**config.mk**
```make
export PLATFORM = sky130hd
export DESIGN_NAME = gxp_core
export DESIGN_NICKNAME = d
export VERILOG_FILES = /design/src/logic/gxp_pkg.sv /design/src/logic/gxp_core.sv
export SDC_FILE = /design/constraint.sdc
export NUM_CORES = 1
export LEC_CHECK = 0
export ABC_AREA = 1
export ABC_CLOCK_PERIOD_IN_PS = 1600
export BUFFER_PORTS_ARGS = -buffer_cell sky130_fd_sc_hd__buf_2
export CORE_ASPECT_RATIO = 0.9
export CORE_MARGIN = 3
export CORE_UTILIZATION = 54
export CTS_CLUSTER_DIAMETER = 60
export DETAILED_ROUTE_END_ITERATION = 8
export PLACE_DENSITY = 0.75
export SYNTH_ARGS = -nofsm -noshare
export SYNTH_HDL_FRONTEND = slang
export SYNTH_SLANG_ARGS = --single-unit
```
**constraint.sdc**
```tcl
create_clock -name clk_i -period 1.6 [get_ports clk_i]
set_input_delay 0.16 -clock clk_i [delete_from_list [all_inputs] [get_ports clk_i]]
set_output_delay 0.16 -clock clk_i [all_outputs]
set_load 0.1 [all_outputs]
```
**src/logic/gxp_pkg.sv**
```systemverilog
// Package for the eight-pin serial I/O expander core.
// Assumes a single 250 MHz system clock; all users refer to names as gxp_pkg::name.
package gxp_pkg;

  // ----------------------------------------------------------------------
  // Sizes, addresses and register offsets
  // ----------------------------------------------------------------------
  localparam int unsigned NPINS     = 8;         // Port width in pins.
  localparam logic [6:0]  ADDR_BASE = 7'h20;     // Slave address, select pin low.
  localparam logic [6:0]  ADDR_ALT  = 7'h21;     // Slave address, select pin high.
  localparam logic [1:0]  REG_INPUT = 2'h0;      // Command: input register.
  localparam logic [1:0]  REG_OUT   = 2'h1;      // Command: output register.
  localparam logic [1:0]  REG_POL   = 2'h2;      // Command: polarity inversion.
  localparam logic [1:0]  REG_CFG   = 2'h3;      // Command: direction (1 = input).

  // ----------------------------------------------------------------------
  // Reset values
  // ----------------------------------------------------------------------
  localparam logic [7:0]  RST_OUT   = 8'hff;     // Output register default.
  localparam logic [7:0]  RST_POL   = 8'h00;     // No inversion after reset.
  localparam logic [7:0]  RST_CFG   = 8'hff;     // Every pin an input after reset.

  // ----------------------------------------------------------------------
  // Timing
  // ----------------------------------------------------------------------
  localparam int unsigned CLK_MHZ         = 250;   // System clock rate.
  localparam int unsigned ALERT_VALID_NS  = 4000;  // Longest alert valid delay.
  localparam int unsigned ALERT_VALID_CYC = (ALERT_VALID_NS * CLK_MHZ) / 1000;

  // Serial engine states.
  typedef enum logic [2:0] {
    GXP_IDLE, GXP_ADDR, GXP_ACK, GXP_WRB, GXP_RDB, GXP_RACK
  } gxp_state_t;

  // Synchronised serial and pin inputs.
  typedef struct packed {
    logic [1:0] scl;
    logic [1:0] sda;
    logic [1:0] sel;
    logic [NPINS-1:0] pa;
    logic [NPINS-1:0] pb;
  } gxp_sync_t;

  // Serial engine and register state of the core.
  typedef struct packed {
    gxp_state_t state;
    logic [3:0] bitc;        // Bit counter inside a byte.
    logic [7:0] shf;         // Shift register.
    logic       rw;          // Direction of the current frame.
    logic       first;       // Next written byte is the command byte.
    logic [1:0] cmd;         // Register pointer.
    logic       sda_lo;      // Drive serial data low.
    logic       scl_p;       // Previous serial clock level.
    logic       sda_p;       // Previous serial data level.
    logic       rd_in;       // Current read byte came from the input register.
    logic [7:0] inreg;       // Input register.
    logic [7:0] outreg;      // Output register.
    logic [7:0] pol;         // Polarity inversion register.
    logic [7:0] cfg;         // Direction register.
  } gxp_st_t;

endpackage : gxp_pkg

```
**src/logic/gxp_core.sv**
```systemverilog
// Eight-pin I/O expander core: serial slave, four registers, change alert.
// Assumes serial lines, pins and the select strap come from outside the clock domain.
`timescale 1ns/100ps

module gxp_core (
  input  wire logic                     clk_i,        // System clock, 250 MHz.
  input  wire logic                     resetn_i,     // Asynchronous reset, active low.
  input  wire logic                     scl_i,        // Serial clock from the master.
  input  wire logic                     sda_i,        // Serial data line level.
  output logic                          sda_o,        // Serial data drive value, always low.
  output logic                          sda_oe_o,     // High while pulling serial data low.
  input  wire logic                     addr_sel_i,   // Slave address select strap.
  input  wire logic [gxp_pkg::NPINS-1:0] port_pins_i, // Port pin levels.
  output logic [gxp_pkg::NPINS-1:0]     port_pins_o,  // Port pin drive values.
  output logic [gxp_pkg::NPINS-1:0]     port_pins_oe_o, // Port pin drive enables.
  output logic                          alert_n_o,    // Alert drive value, always low.
  output logic                          alert_n_oe_o  // High while pulling alert low.
);

  // ----------------------------------------------------------------------
  // Input synchronisers
  // ----------------------------------------------------------------------
  // Every outside level passes two flops; only the second stage is read.
  gxp_pkg::gxp_sync_t sy_q;

  always_ff @(posedge clk_i or negedge resetn_i) begin
    if (!resetn_i) begin
      sy_q <= '{scl: 2'h3, sda: 2'h3, sel: 2'h0, pa: 8'h00, pb: 8'h00};
    end else begin
      sy_q.scl <= {sy_q.scl[0], scl_i};
      sy_q.sda <= {sy_q.sda[0], sda_i};
      sy_q.sel <= {sy_q.sel[0], addr_sel_i};
      sy_q.pa  <= port_pins_i;
      sy_q.pb  <= sy_q.pa;
    end
  end

  gxp_pkg::gxp_st_t st_q; // Registered state.
  gxp_pkg::gxp_st_t st_d; // Next state.

  logic       scl_s;   // Synchronised serial clock.
  logic       sda_s;   // Synchronised serial data.
  logic [7:0] pins_s;  // Synchronised pin levels.
  logic [7:0] view;    // Pin levels after polarity inversion.
  logic [6:0] my_addr; // Active slave address.
  assign scl_s   = sy_q.scl[1];
  assign sda_s   = sy_q.sda[1];
  assign pins_s  = sy_q.pb;
  assign view    = pins_s ^ st_q.pol;
  assign my_addr = sy_q.sel[1] ? gxp_pkg::ADDR_ALT : gxp_pkg::ADDR_BASE;

  // ----------------------------------------------------------------------
  // Core state
  // ----------------------------------------------------------------------
  logic scl_rise, scl_fall, start_c, stop_c;

  // Edge and bus condition detection on synchronised lines.
  always_comb begin
    scl_rise = scl_s & ~st_q.scl_p;
    scl_fall = ~scl_s & st_q.scl_p;
    start_c  = scl_s & st_q.scl_p & st_q.sda_p & ~sda_s;
    stop_c   = scl_s & st_q.scl_p & ~st_q.sda_p & sda_s;
  end

  // Register read multiplexer.
  function automatic logic [7:0] rd_mux(input logic [1:0] c, input gxp_pkg::gxp_st_t s);
    unique case (c)
      gxp_pkg::REG_INPUT: rd_mux = s.inreg;
      gxp_pkg::REG_OUT:   rd_mux = s.outreg;
      gxp_pkg::REG_POL:   rd_mux = s.pol;
      gxp_pkg::REG_CFG:   rd_mux = s.cfg;
    endcase
  endfunction

  // Next-state logic: serial slave plus input capture.
  // A port read sends the live pin levels and the input register takes them
  // at that byte's acknowledge, so an input pin that moves raises the alert until
  // the next port read or until it returns.
  always_comb begin
    st_d       = st_q;
    st_d.scl_p = scl_s;
    st_d.sda_p = sda_s;
    if (start_c) begin
      st_d.state  = gxp_pkg::GXP_ADDR;
      st_d.bitc   = 4'h0;
      st_d.sda_lo = 1'b0;
      st_d.first  = 1'b1;
      st_d.rd_in  = 1'b0;
    end else if (stop_c) begin
      st_d.state  = gxp_pkg::GXP_IDLE;  // Frames for other slaves end here too.
      st_d.sda_lo = 1'b0;
      st_d.rd_in  = 1'b0;
    end else begin
      unique case (st_q.state)
        gxp_pkg::GXP_IDLE: st_d.sda_lo = 1'b0;
        gxp_pkg::GXP_ADDR, gxp_pkg::GXP_WRB: begin
          if (scl_rise) begin
            st_d.shf  = {st_q.shf[6:0], sda_s};
            st_d.bitc = st_q.bitc + 4'h1;
          end
          if (scl_fall && st_q.bitc == 4'h8) begin
            st_d.bitc = 4'h0;
            if (st_q.state == gxp_pkg::GXP_ADDR) begin
              if (st_q.shf[7:1] == my_addr) begin
                st_d.rw     = st_q.shf[0];
                st_d.sda_lo = 1'b1;
                st_d.state  = gxp_pkg::GXP_ACK;
              end else begin
                st_d.state  = gxp_pkg::GXP_IDLE; // Not ours: ignore until next start.
              end
            end else begin
              st_d.sda_lo = 1'b1;
              st_d.state  = gxp_pkg::GXP_ACK;
              if (st_q.first) begin
                st_d.cmd   = st_q.shf[1:0];
                st_d.first = 1'b0;
              end else begin
                unique case (st_q.cmd)
                  gxp_pkg::REG_INPUT: ;                    // Input register is read-only.
                  gxp_pkg::REG_OUT:   st_d.outreg = st_q.shf;
                  gxp_pkg::REG_POL:   st_d.pol    = st_q.shf;
                  gxp_pkg::REG_CFG:   st_d.cfg    = st_q.shf;
                endcase
              end
            end
          end
        end
        gxp_pkg::GXP_ACK: begin
          if (scl_fall) begin
            if (st_q.rw) begin
              // A port read sends the present levels, not the last snapshot.
              st_d.shf    = (st_q.cmd == gxp_pkg::REG_INPUT) ? view : rd_mux(st_q.cmd, st_q);
              st_d.rd_in  = (st_q.cmd == gxp_pkg::REG_INPUT);
              st_d.sda_lo = ~st_d.shf[7];
              st_d.bitc   = 4'h0;
              st_d.state  = gxp_pkg::GXP_RDB;
            end else begin
              st_d.sda_lo = 1'b0;
              st_d.state  = gxp_pkg::GXP_WRB;
            end
          end
        end
        gxp_pkg::GXP_RDB: begin
          if (scl_fall) begin
            st_d.bitc = st_q.bitc + 4'h1;
            if (st_q.bitc == 4'h7) begin
              st_d.sda_lo = 1'b0;
              st_d.state  = gxp_pkg::GXP_RACK;
            end else begin
              st_d.shf    = {st_q.shf[6:0], 1'b0};
              st_d.sda_lo = ~st_q.shf[6];
            end
          end
        end
        gxp_pkg::GXP_RACK: begin
          // Acknowledge clock rise: a port read clears the alert here.
          if (scl_rise) begin
            if (st_q.rd_in) begin
              st_d.inreg = view;
            end
            st_d.rd_in = 1'b0;
            st_d.state = sda_s ? gxp_pkg::GXP_IDLE : gxp_pkg::GXP_ACK;
          end
        end
        default: st_d.state = gxp_pkg::GXP_IDLE;
      endcase
    end
  end

  // State register with defaults under reset.
  always_ff @(posedge clk_i or negedge resetn_i) begin
    if (!resetn_i) begin
      st_q <= '{state: gxp_pkg::GXP_IDLE, bitc: 4'h0, shf: 8'h00, rw: 1'b0, first: 1'b1,
                cmd: 2'h0, sda_lo: 1'b0, scl_p: 1'b1, sda_p: 1'b1, rd_in: 1'b0,
                inreg: 8'h00, outreg: gxp_pkg::RST_OUT, pol: gxp_pkg::RST_POL,
                cfg: gxp_pkg::RST_CFG};
    end else begin
      st_q <= st_d;
    end
  end

  // ----------------------------------------------------------------------
  // Pins, alert and serial data drive
  // ----------------------------------------------------------------------
  logic [7:0] diff; // Input pins differing from the input register.
  assign diff = (view ^ st_q.inreg) & st_q.cfg;

  // Alert drive is registered so the open-drain output never glitches.
  logic alert_q;
  always_ff @(posedge clk_i or negedge resetn_i) begin
    if (!resetn_i) begin
      alert_q <= 1'b0;
    end else begin
      alert_q <= |diff;
    end
  end

  assign alert_n_o      = 1'b0;
  assign alert_n_oe_o   = alert_q;
  assign sda_o          = 1'b0;
  assign sda_oe_o       = st_q.sda_lo;
  assign port_pins_o    = st_q.outreg;
  assign port_pins_oe_o = ~st_q.cfg;
endmodule // gxp_core

```
# Yosys cells after proc, flatten, opt, wreduce, memory -nomap -nowiden
# Index checks and enable logic that the tools add are counted.
[word_totals]
word_cells = 143
n_memories = 0
ff_bits = 78
rom_bits = 0
output_inout_bits = 20
ramBits = 0
input_bits = 13
latchBits = 0
[classes]
n_eq_ne = 30
n_lt_le_gt_ge = 0
shifts = 0
n_reduce_logical = 23
div = 0
n_mul = 0
addsub = 1
muxes = 48
bitwise = 21
[ops]
columns = ["cell", "n"]
rows = [
  ["8-bit 2-to-1 mux", 8],
  ["12-bit one-hot mux with 3 select lines", 1],
  ["15-bit 2-to-1 mux", 2],
  ["4-bit != test (second input constant)", 7],
  ["12-bit 2-to-1 mux", 2],
  ["8-bit one-hot mux with 3 select lines", 1],
  ["6-bit AND reduction", 4],
  ["7-bit AND reduction", 3],
  ["3-bit 2-to-1 mux", 6],
  ["1-bit 2-to-1 mux", 16],
  ["16-bit 2-to-1 mux", 1],
  ["8-bit XOR", 2],
  ["3-bit one-hot mux with 5 select lines", 1],
  ["7-bit 2-to-1 mux", 2],
  ["2-bit != test (second input constant)", 7],
  ["3-bit != test (second input constant)", 4],
  ["1-bit NOT", 10],
  ["5-bit AND reduction", 2],
  ["9-bit 2-to-1 mux", 1],
  ["8-bit AND", 1],
  ["8-bit NOT", 1],
  ["4-bit AND reduction", 2],
  ["8-bit AND reduction", 1],
  ["4-bit nonzero test", 2],
  ["24 further kinds", 36],
]

# Logic depth before layout (Yosys ltp)
# Gate-level depths: netlist of run 1.
[logic_depth]
ltp_word = 14
mapped_depth = 11
ltp_nobuf = 11

# Worst setup path after synthesis of run 1
# No wires, ideal clock.
[synth_timing]
path_kind = "register to register"
start = "register st_q[34] (netlist bit)"
end = "register st_q[9] (netlist bit)"
required_ps = 1478
path_buffers = 1
path_slack_ps = 12
synth_period_minus_slack_ps = 1588
stages_incl_launch_ff = 9
setup_time_ps = 122
t_arrival_ps = 1466
cell_sequence = "dfstp_2 inv_2 nor2_1 nand3_2 nor2_4 nand4_4 buf_4 nand2_1 o21ai_1"
[synth_via]
elab_chain_cells = 5
elab_cells_between_ends = 10
classes_between = "bitwise: 8; reduce/logical: 2"
[synth_lines]
columns = ["element", "line_no", "text"]
rows = [
  ["start: declaration", "gxp_core.sv:38", "gxp_pkg::gxp_st_t st_q;"],
  ["start signal: assignment", "gxp_core.sv:173", "st_q <= '{state: gxp_pkg::GXP_IDLE, bitc: 4'h0, shf: 8'h00, rw: 1'b0, first: 1'b1,"],
  ["start signal: assignment", "gxp_core.sv:178", "st_q <= st_d;"],
  ["1-bit AND", "gxp_core.sv:61, gxp_core.sv:62", ""],
  ["1-bit AND, on equally long branches (2 in a row)", "gxp_core.sv:62, gxp_core.sv:61", ""],
  ["1-bit NOT (no source line)", "-", ""],
  ["7-bit AND reduction (no source line) (*)", "-", ""],
]
# Mark *: on every way between the ends. The rest lies on a longest branch, timed or not.
# A chain may end at the register's enable or synchronous reset.

# Worst setup path after layout of run 1
[layout_timing]
start = "register st_q[34] (netlist bit)"
end = "register st_q (netlist bit port_pins_o[1])"
# Same word-level chain as after synthesis.

==> impl_metrics.json, run 1 <==
{
  "nFillCells": 465,
  "grt_pass1_vias": 3422,
  "synth_seq_area_share": 0.5110,
  "core_mm2": 0.006761,
  "worstSetupStartpointType": "flop",
  "synth_seq_cells": 78,
  "synth_area_leaders": "dfrtp_1, dfstp_2, nand2_1",
  "synth-compound-area-share": 0.1010,
  "h-tree-depth": 3,
  "antenna_left": 0,
  "multi_input_area_mm2": 0.001782,
  "endpoint_kind": "flop",
  "synth-xor-area-share": 0.02937,
  "clockBufferDepth": 2,
  "synth_cells": 473,
  "io_pins": 33,
  "clock-skew-final_ns": 0.01009,
  "num-nets-final": 572,
  "violations": "setup timing",
  "synth_top_area_share": 0.3551,
  "min_period_ns": 1.623,
  "drive_above_1_share": 0.3292,
  "status": "finished with violations",
  "yosysTopAreaCell": "dfrtp_1",
  "yosysMostFrequentCell": "nand2_1",
  "yosys.area_share.simple": 0.2637,
  "wl_per_cell_um": 15.80,
  "path_max_fanout": 8,
  "grtUsageTotal": 0.2640,
  "synth_commonest_cells": "nand2_1, dfrtp_1, inv_1",
  "ys_async_sr_fraction": 1.000,
  "synth.area.mux_share": 0,
  "synth_warnings": 0,
  "setup_viol": 7,
  "ys_types": 30,
  "setup_ws_ns": -0.02282,
  "initial_core_util": 0.5733,
  "via_count": 3563,
  "r2r_cells": 8,
  "p_per_area_mw_per_mm2": 965.6,
  "syn_area_mm2": 0.003876,
  "place_area_mm2": 0.004327,
  "power.leakage_nw": 2.397,
  "synth_edf_count": 0,
  "gp_congestion": 0.8996,
  "cts.sinks": 78,
  "path_clk_slew_ns": 0.08,
  "syn_avg_cell_area_um2": 8.195,
  "min_period_over_period": 1.014,
  "antenna_cells": 0,
  "min_path_type": "in2async",
  "wirelength_um": 10300,
  "maxCapViolations": 0,
  "synth_top_family_by_area": "simple AND/OR/NAND/NOR gates",
  "finalPower_mw": 4.894,
  "cts_root_buf": "clkbuf_8",
  "synth-adder-area-share": 0.006456,
  "io_buffers": 30,
  "drtPass1Iterations": 5,
  "antenna_found_initial": 0,
  "drtIter0Drc": 267,
  "crit_required_ns": 1.88,
  "cts_tree": "built",
  "die_y_um": 86.38,
  "dieWidth_um": 95.31,
  "cts_buffers": 9,
  "arrival_ns": 1.90,
  "final_area_mm2": 0.005069,
  "grt_start_max_net_pins": 79,
  "grt_pass1_wl_um": 16720,
  "std_cell_rows": 28,
  "rsz0062_at_grt": "true",
  "worstSetupPathType": "reg2reg",
  "slew_viol_final": 0,
  "via_per_inst": 5.465,
  "grt_overflow": 0,
  "finalHoldViolCount": 0,
  "pre_cts_ws_ns": -0.1253,
  "seq_area_mm2": 0.001983,
  "drc": 0,
  "insertion_delay_ns": 0.35,
  "dp_hpwl_um": 6680,
  "dieArea_mm2": 0.008232,
  "area_growth_pct": 30.76,
  "max_freq_ghz": 0.6162,
  "ir_drop_mv": 0.9369,
  "synth-main-ff-cell": "dfrtp_1"
}
[layout make-up]
cell class / instances / share of cell area
clock buffer: 10 / 0.02715
clock inverter: 6 / 0.02296
inverter: 60 / 0.04567
multi-input combinational: 322 / 0.3515
sequential: 78 / 0.3913
tap: 90 / 0.02222
timing repair buffer: 86 / 0.1392
[metrics by stage]
step	utilization	instances	TNS [ns]	hold slack [ns]
final	0.7496	652	-0.09144	0.3519
after global routing	0.7496	652	-3.419	0.3612
after CTS	0.7184	645	-0.01673	0.3555
after detailed placement	0.6399	609	-1.558	0.2126
after global placement	0.6399	609	-0.7321	0.2070
after floorplan	-	474	0	-0.1356
[report_power, final]
group | switching, mW | total (mW) | internal (mW)
Combinational | 0.503 | 0.846 | 0.344
Clock | 0.750 | 1.84 | 1.09
Sequential | 0.105 | 2.21 | 2.10
Total | 1.36 | 4.89 | 3.54
[registers in the layout, summed over array words and instances, names as in the netlist]
register and cells:
sda_s 1, port_pins_o 8, sy_q 12, st_q 46
pins_s 8, scl_s 1, sda_oe_o 1, alert_n_oe_o 1
[what timing repair did]
item / in CTS / in global routing
resized for setup: 13 / 49
cloned: 2 / 0
pin swaps: 5 / 13
setup endpoints to repair: 39 / 44
hold buffers: 12 / 0
hold endpoints to repair: 66 / 0
setup buffers: 6 / 7
[worst max-delay path: stages (launching register included)]
cell	delay, ns
dfstp_2	0.59
inv_2	0.08
nor2_4	0.11
nand3_4	0.10
nor2_4	0.12
buf_12	0.15
nand4_4	0.19
nand2_1	0.15
o21ai_2	0.06
[path summary, 6_finish.rpt]
path | startpoint | slack [ns] | endpoint
max | st_q[34]$_DFF_PN1_ | -0.02 | port_pins_o[1]$_DFFE_PN1P_
min | resetn_i | 0.35 | sy_q[12]$_DFF_PN0_
max reg2reg | st_q[34]$_DFF_PN1_ | -0.02 | port_pins_o[1]$_DFFE_PN1P_
min reg2reg | sy_q[16]$_DFF_PN0_ | 0.35 | sy_q[17]$_DFF_PN0_
max in group asynchronous | resetn_i | 0.87 | port_pins_o[7]$_DFFE_PN1P_
min in group clk_i | sy_q[16]$_DFF_PN0_ | 0.35 | sy_q[17]$_DFF_PN0_
[layer usage]
metal,wire length (um),vias to the layer above,global-route usage,share of wire
met2,4919,139,0.4151,0.48
met1,4559,1729,0.3728,0.44
met5,0,-,0,0
li1,-,1675,-,-
met4,159,0,0.07077,0.015
met3,661,20,0.05642,0.064
[logic make-up after synthesis]
group,after synthesis
AO/OA/AOI/OAI,74
XOR/XNOR,13
adder cells (fa/ha/maj),2
buffers and inverters,76
flip-flops,78
other,1
AND/OR/NAND/NOR,229
[placed cells by master (no fill, tap or decap), types with 3 or more instances in the layout]
| cell | count |
|---|---|
| nand2_1 | 130 |
| o21ai_2 | 10 |
| nand4_4 | 5 |
| buf_4 | 34 |
| clkbuf_8 | 10 |
| inv_1 | 44 |
| o21ai_0 | 30 |
| nand2_2 | 14 |
| o21ai_1 | 22 |
| o211ai_1 | 7 |
| nor2_1 | 21 |
| nor2_2 | 4 |
| nand3_2 | 5 |
| inv_2 | 14 |
| nand2_4 | 4 |
| dfrtp_1 | 53 |
| nor2_4 | 6 |
| bufinv_16 | 3 |
| dlygate4sd3_1 | 12 |
| nand3_1 | 33 |
| buf_6 | 4 |
| xnor2_1 | 10 |
| buf_12 | 7 |
| xor2_1 | 3 |
| dfstp_2 | 23 |
| buf_2 | 29 |
No activity file was read; power rests on OpenSTA's default activity.
==> inputs of run 2 (changes only) <==
Settings changed: CORE_MARGIN 3 to 2.
==> impl_metrics.json, run 2 (synthesized netlist as in run 1, its figures left out) <==
{
  "status": "finished with violations",
  "violations": "setup timing",
  "clock-skew-final_ns": 0.009327,
  "io_pins": 33,
  "dp_hpwl_um": 6418,
  "finalHoldViolCount": 0,
  "wl_per_cell_um": 14.11,
  "largest_reg_flops": 46,
  "drtIter0Drc": 252,
  "slew_viol_final": 0,
  "max_freq_ghz": 0.6084,
  "endpoint_kind": "flop",
  "arrival_ns": 1.93,
  "reg_top3": "st_q (46), sy_q (12)",
  "maxCapViolations": 0,
  "clockBufferDepth": 2,
  "drive_above_1_share": 0.2831,
  "place_area_mm2": 0.004268,
  "rsz0062_at_grt": "true",
  "core_mm2": 0.007003,
  "path_max_fanout": 8,
  "drtPass1Iterations": 5,
  "final_area_mm2": 0.004761,
  "grt_pass1_vias": 3223,
  "cts_tree": "built",
  "worstSetupStartpointType": "flop",
  "worstSetupPathType": "reg2reg",
  "antenna_left": 0,
  "min_path_type": "in2async",
  "final_common_cell": "nand2_1",
  "seq_area_mm2": 0.001982,
  "min_period_ns": 1.644,
  "cp_cell_sequence": "inv_1, ha_2, nand2_1, inv_1, nand3_2, nor2_4, buf_6, nand4_4, nand2_1, o21ai_1",
  "num-nets-final": 561,
  "grt_pass1_wl_um": 15250,
  "via_count": 3379,
  "antenna_cells": 0,
  "insertion_delay_ns": 0.36,
  "dp.cells": 607,
  "slowest_stage": "dfrtp_1",
  "io_buffers": 30,
  "stdcell_count": 644,
  "grt_start_max_net_pins": 41,
  "grtUsageTotal": 0.2487,
  "hold-worst-slack_ns": 0.1532,
  "gp_congestion": 0.8967,
  "std_cell_rows": 29,
  "multi_input_area_mm2": 0.001690,
  "dieArea_mm2": 0.007873,
  "via_per_inst": 5.247,
  "cts_root_buf": "clkbuf_8",
  "area_growth_pct": 22.82,
  "grt_overflow": 0,
  "power.leakage_nw": 2.238,
  "worst_path_largest_cell_delay_ns": 0.40,
  "initial_core_util": 0.5535,
  "min_period_over_period": 1.027,
  "h-tree-depth": 3,
  "dieWidth_um": 93.31,
  "drc": 0,
  "antenna_found_initial": 0,
  "setup_viol": 27,
  "die_y_um": 84.38,
  "p_per_area_mw_per_mm2": 892.9,
  "path_clk_slew_ns": 0.08,
  "nFillCells": 572,
  "wirelength_um": 9084,
  "crit_required_ns": 1.89,
  "top_register": "st_q",
  "ir_drop_mv": 0.7303,
  "cts_buffers": 9,
  "layout_common_cells": "nand2_1, dfrtp_1, inv_1, nand3_1",
  "cts.sinks": 78,
  "setup_ws_ns": -0.04374
}
## run 2: changes by cell type in the layout (fill, tap and decap cells not counted), moves of 3 or more
| cell | delta |
|---|---|
| buf_12 | -4 |
| buf_4 | -5 |
| bufinv_16 | -3 |
| nand2_1 | +6 |
| nand2_2 | -3 |
| nand2_4 | -3 |
| o21ai_1 | +5 |
| o21ai_2 | -4 |
## run 2: final cells by class
type                    count  share of cell area
flip-flops and latches     78              0.4163
multi-input cells         321              0.3551
repair buffers             76              0.1212
inverters                  60             0.04783
clock buffers              11             0.02760
well taps                  93             0.02444
clock inverters             5            0.007622
## run 2: metal layers
metal / vias up / track usage / wire, um
met1: 1613 / 0.3675 / 4314
li1: 1658 / - / -
met3: 17 / 0.03680 / 411
met2: 91 / 0.3721 / 4205
met5: - / 0 / 0
met4: 0 / 0.09893 / 152
## run 2: final timing paths
path	from	to	slack, ns	cells after the start
setup / recovery	st_q[48]$_DFFE_PN0P_	port_pins_o[0]$_DFFE_PN1P_	-0.04	10
hold / removal	resetn_i	sy_q[14]$_DFF_PN0_	0.15	2
setup reg to reg	st_q[48]$_DFFE_PN0P_	port_pins_o[0]$_DFFE_PN1P_	-0.04	10
hold reg to reg	sy_q[10]$_DFF_PN0_	pins_s[2]$_DFF_PN0_	0.35	0
max in group asynchronous	resetn_i	st_q[33]$_DFF_PN1_	0.81	3
min in group clk_i	sy_q[10]$_DFF_PN0_	pins_s[2]$_DFF_PN0_	0.35	0
## run 2: critical path, delay by kind of cell, from the launching register on
kind | cells | cell delay (ns)
compound gates | 1 | 0.06
fa+ha+maj | 1 | 0.17
buf+inv | 3 | 0.27
simple gates | 5 | 0.66
flops | 1 | 0.40
## run 2: power by group
group | switching, mW | internal (mW) | leakage (nW)
Combinational | 0.458 | 0.293 | 1.21
Clock | 0.731 | 0.566 | 0.0760
Sequential | 0.0988 | 2.10 | 0.956
Total | 1.29 | 2.96 | 2.24
## run 2: metrics by stage
step           utilization  setup TNS (ns)  power, mW  setup slack, ns
2_1_floorplan            -               0      2.623          0.01179
3_3_place_gp        0.6094     -0.00007117      2.835      -0.00007117
3_5_place_dp        0.6094         -0.6206      2.860         -0.06822
4_1_cts             0.6637         -0.1087      4.231         -0.01504
5_1_grt             0.6798          -4.895      4.474          -0.1856
6_report            0.6798         -0.7900      4.251         -0.04374
## run 2: timing repair
action	CTS	global route
endpoints found under the setup margin	24	44
setup buffers	6	2
hold buffers	12	0
gates resized for setup	11	29
hold endpoints to repair	70	0
pin swaps	3	2
gates cloned	1	0
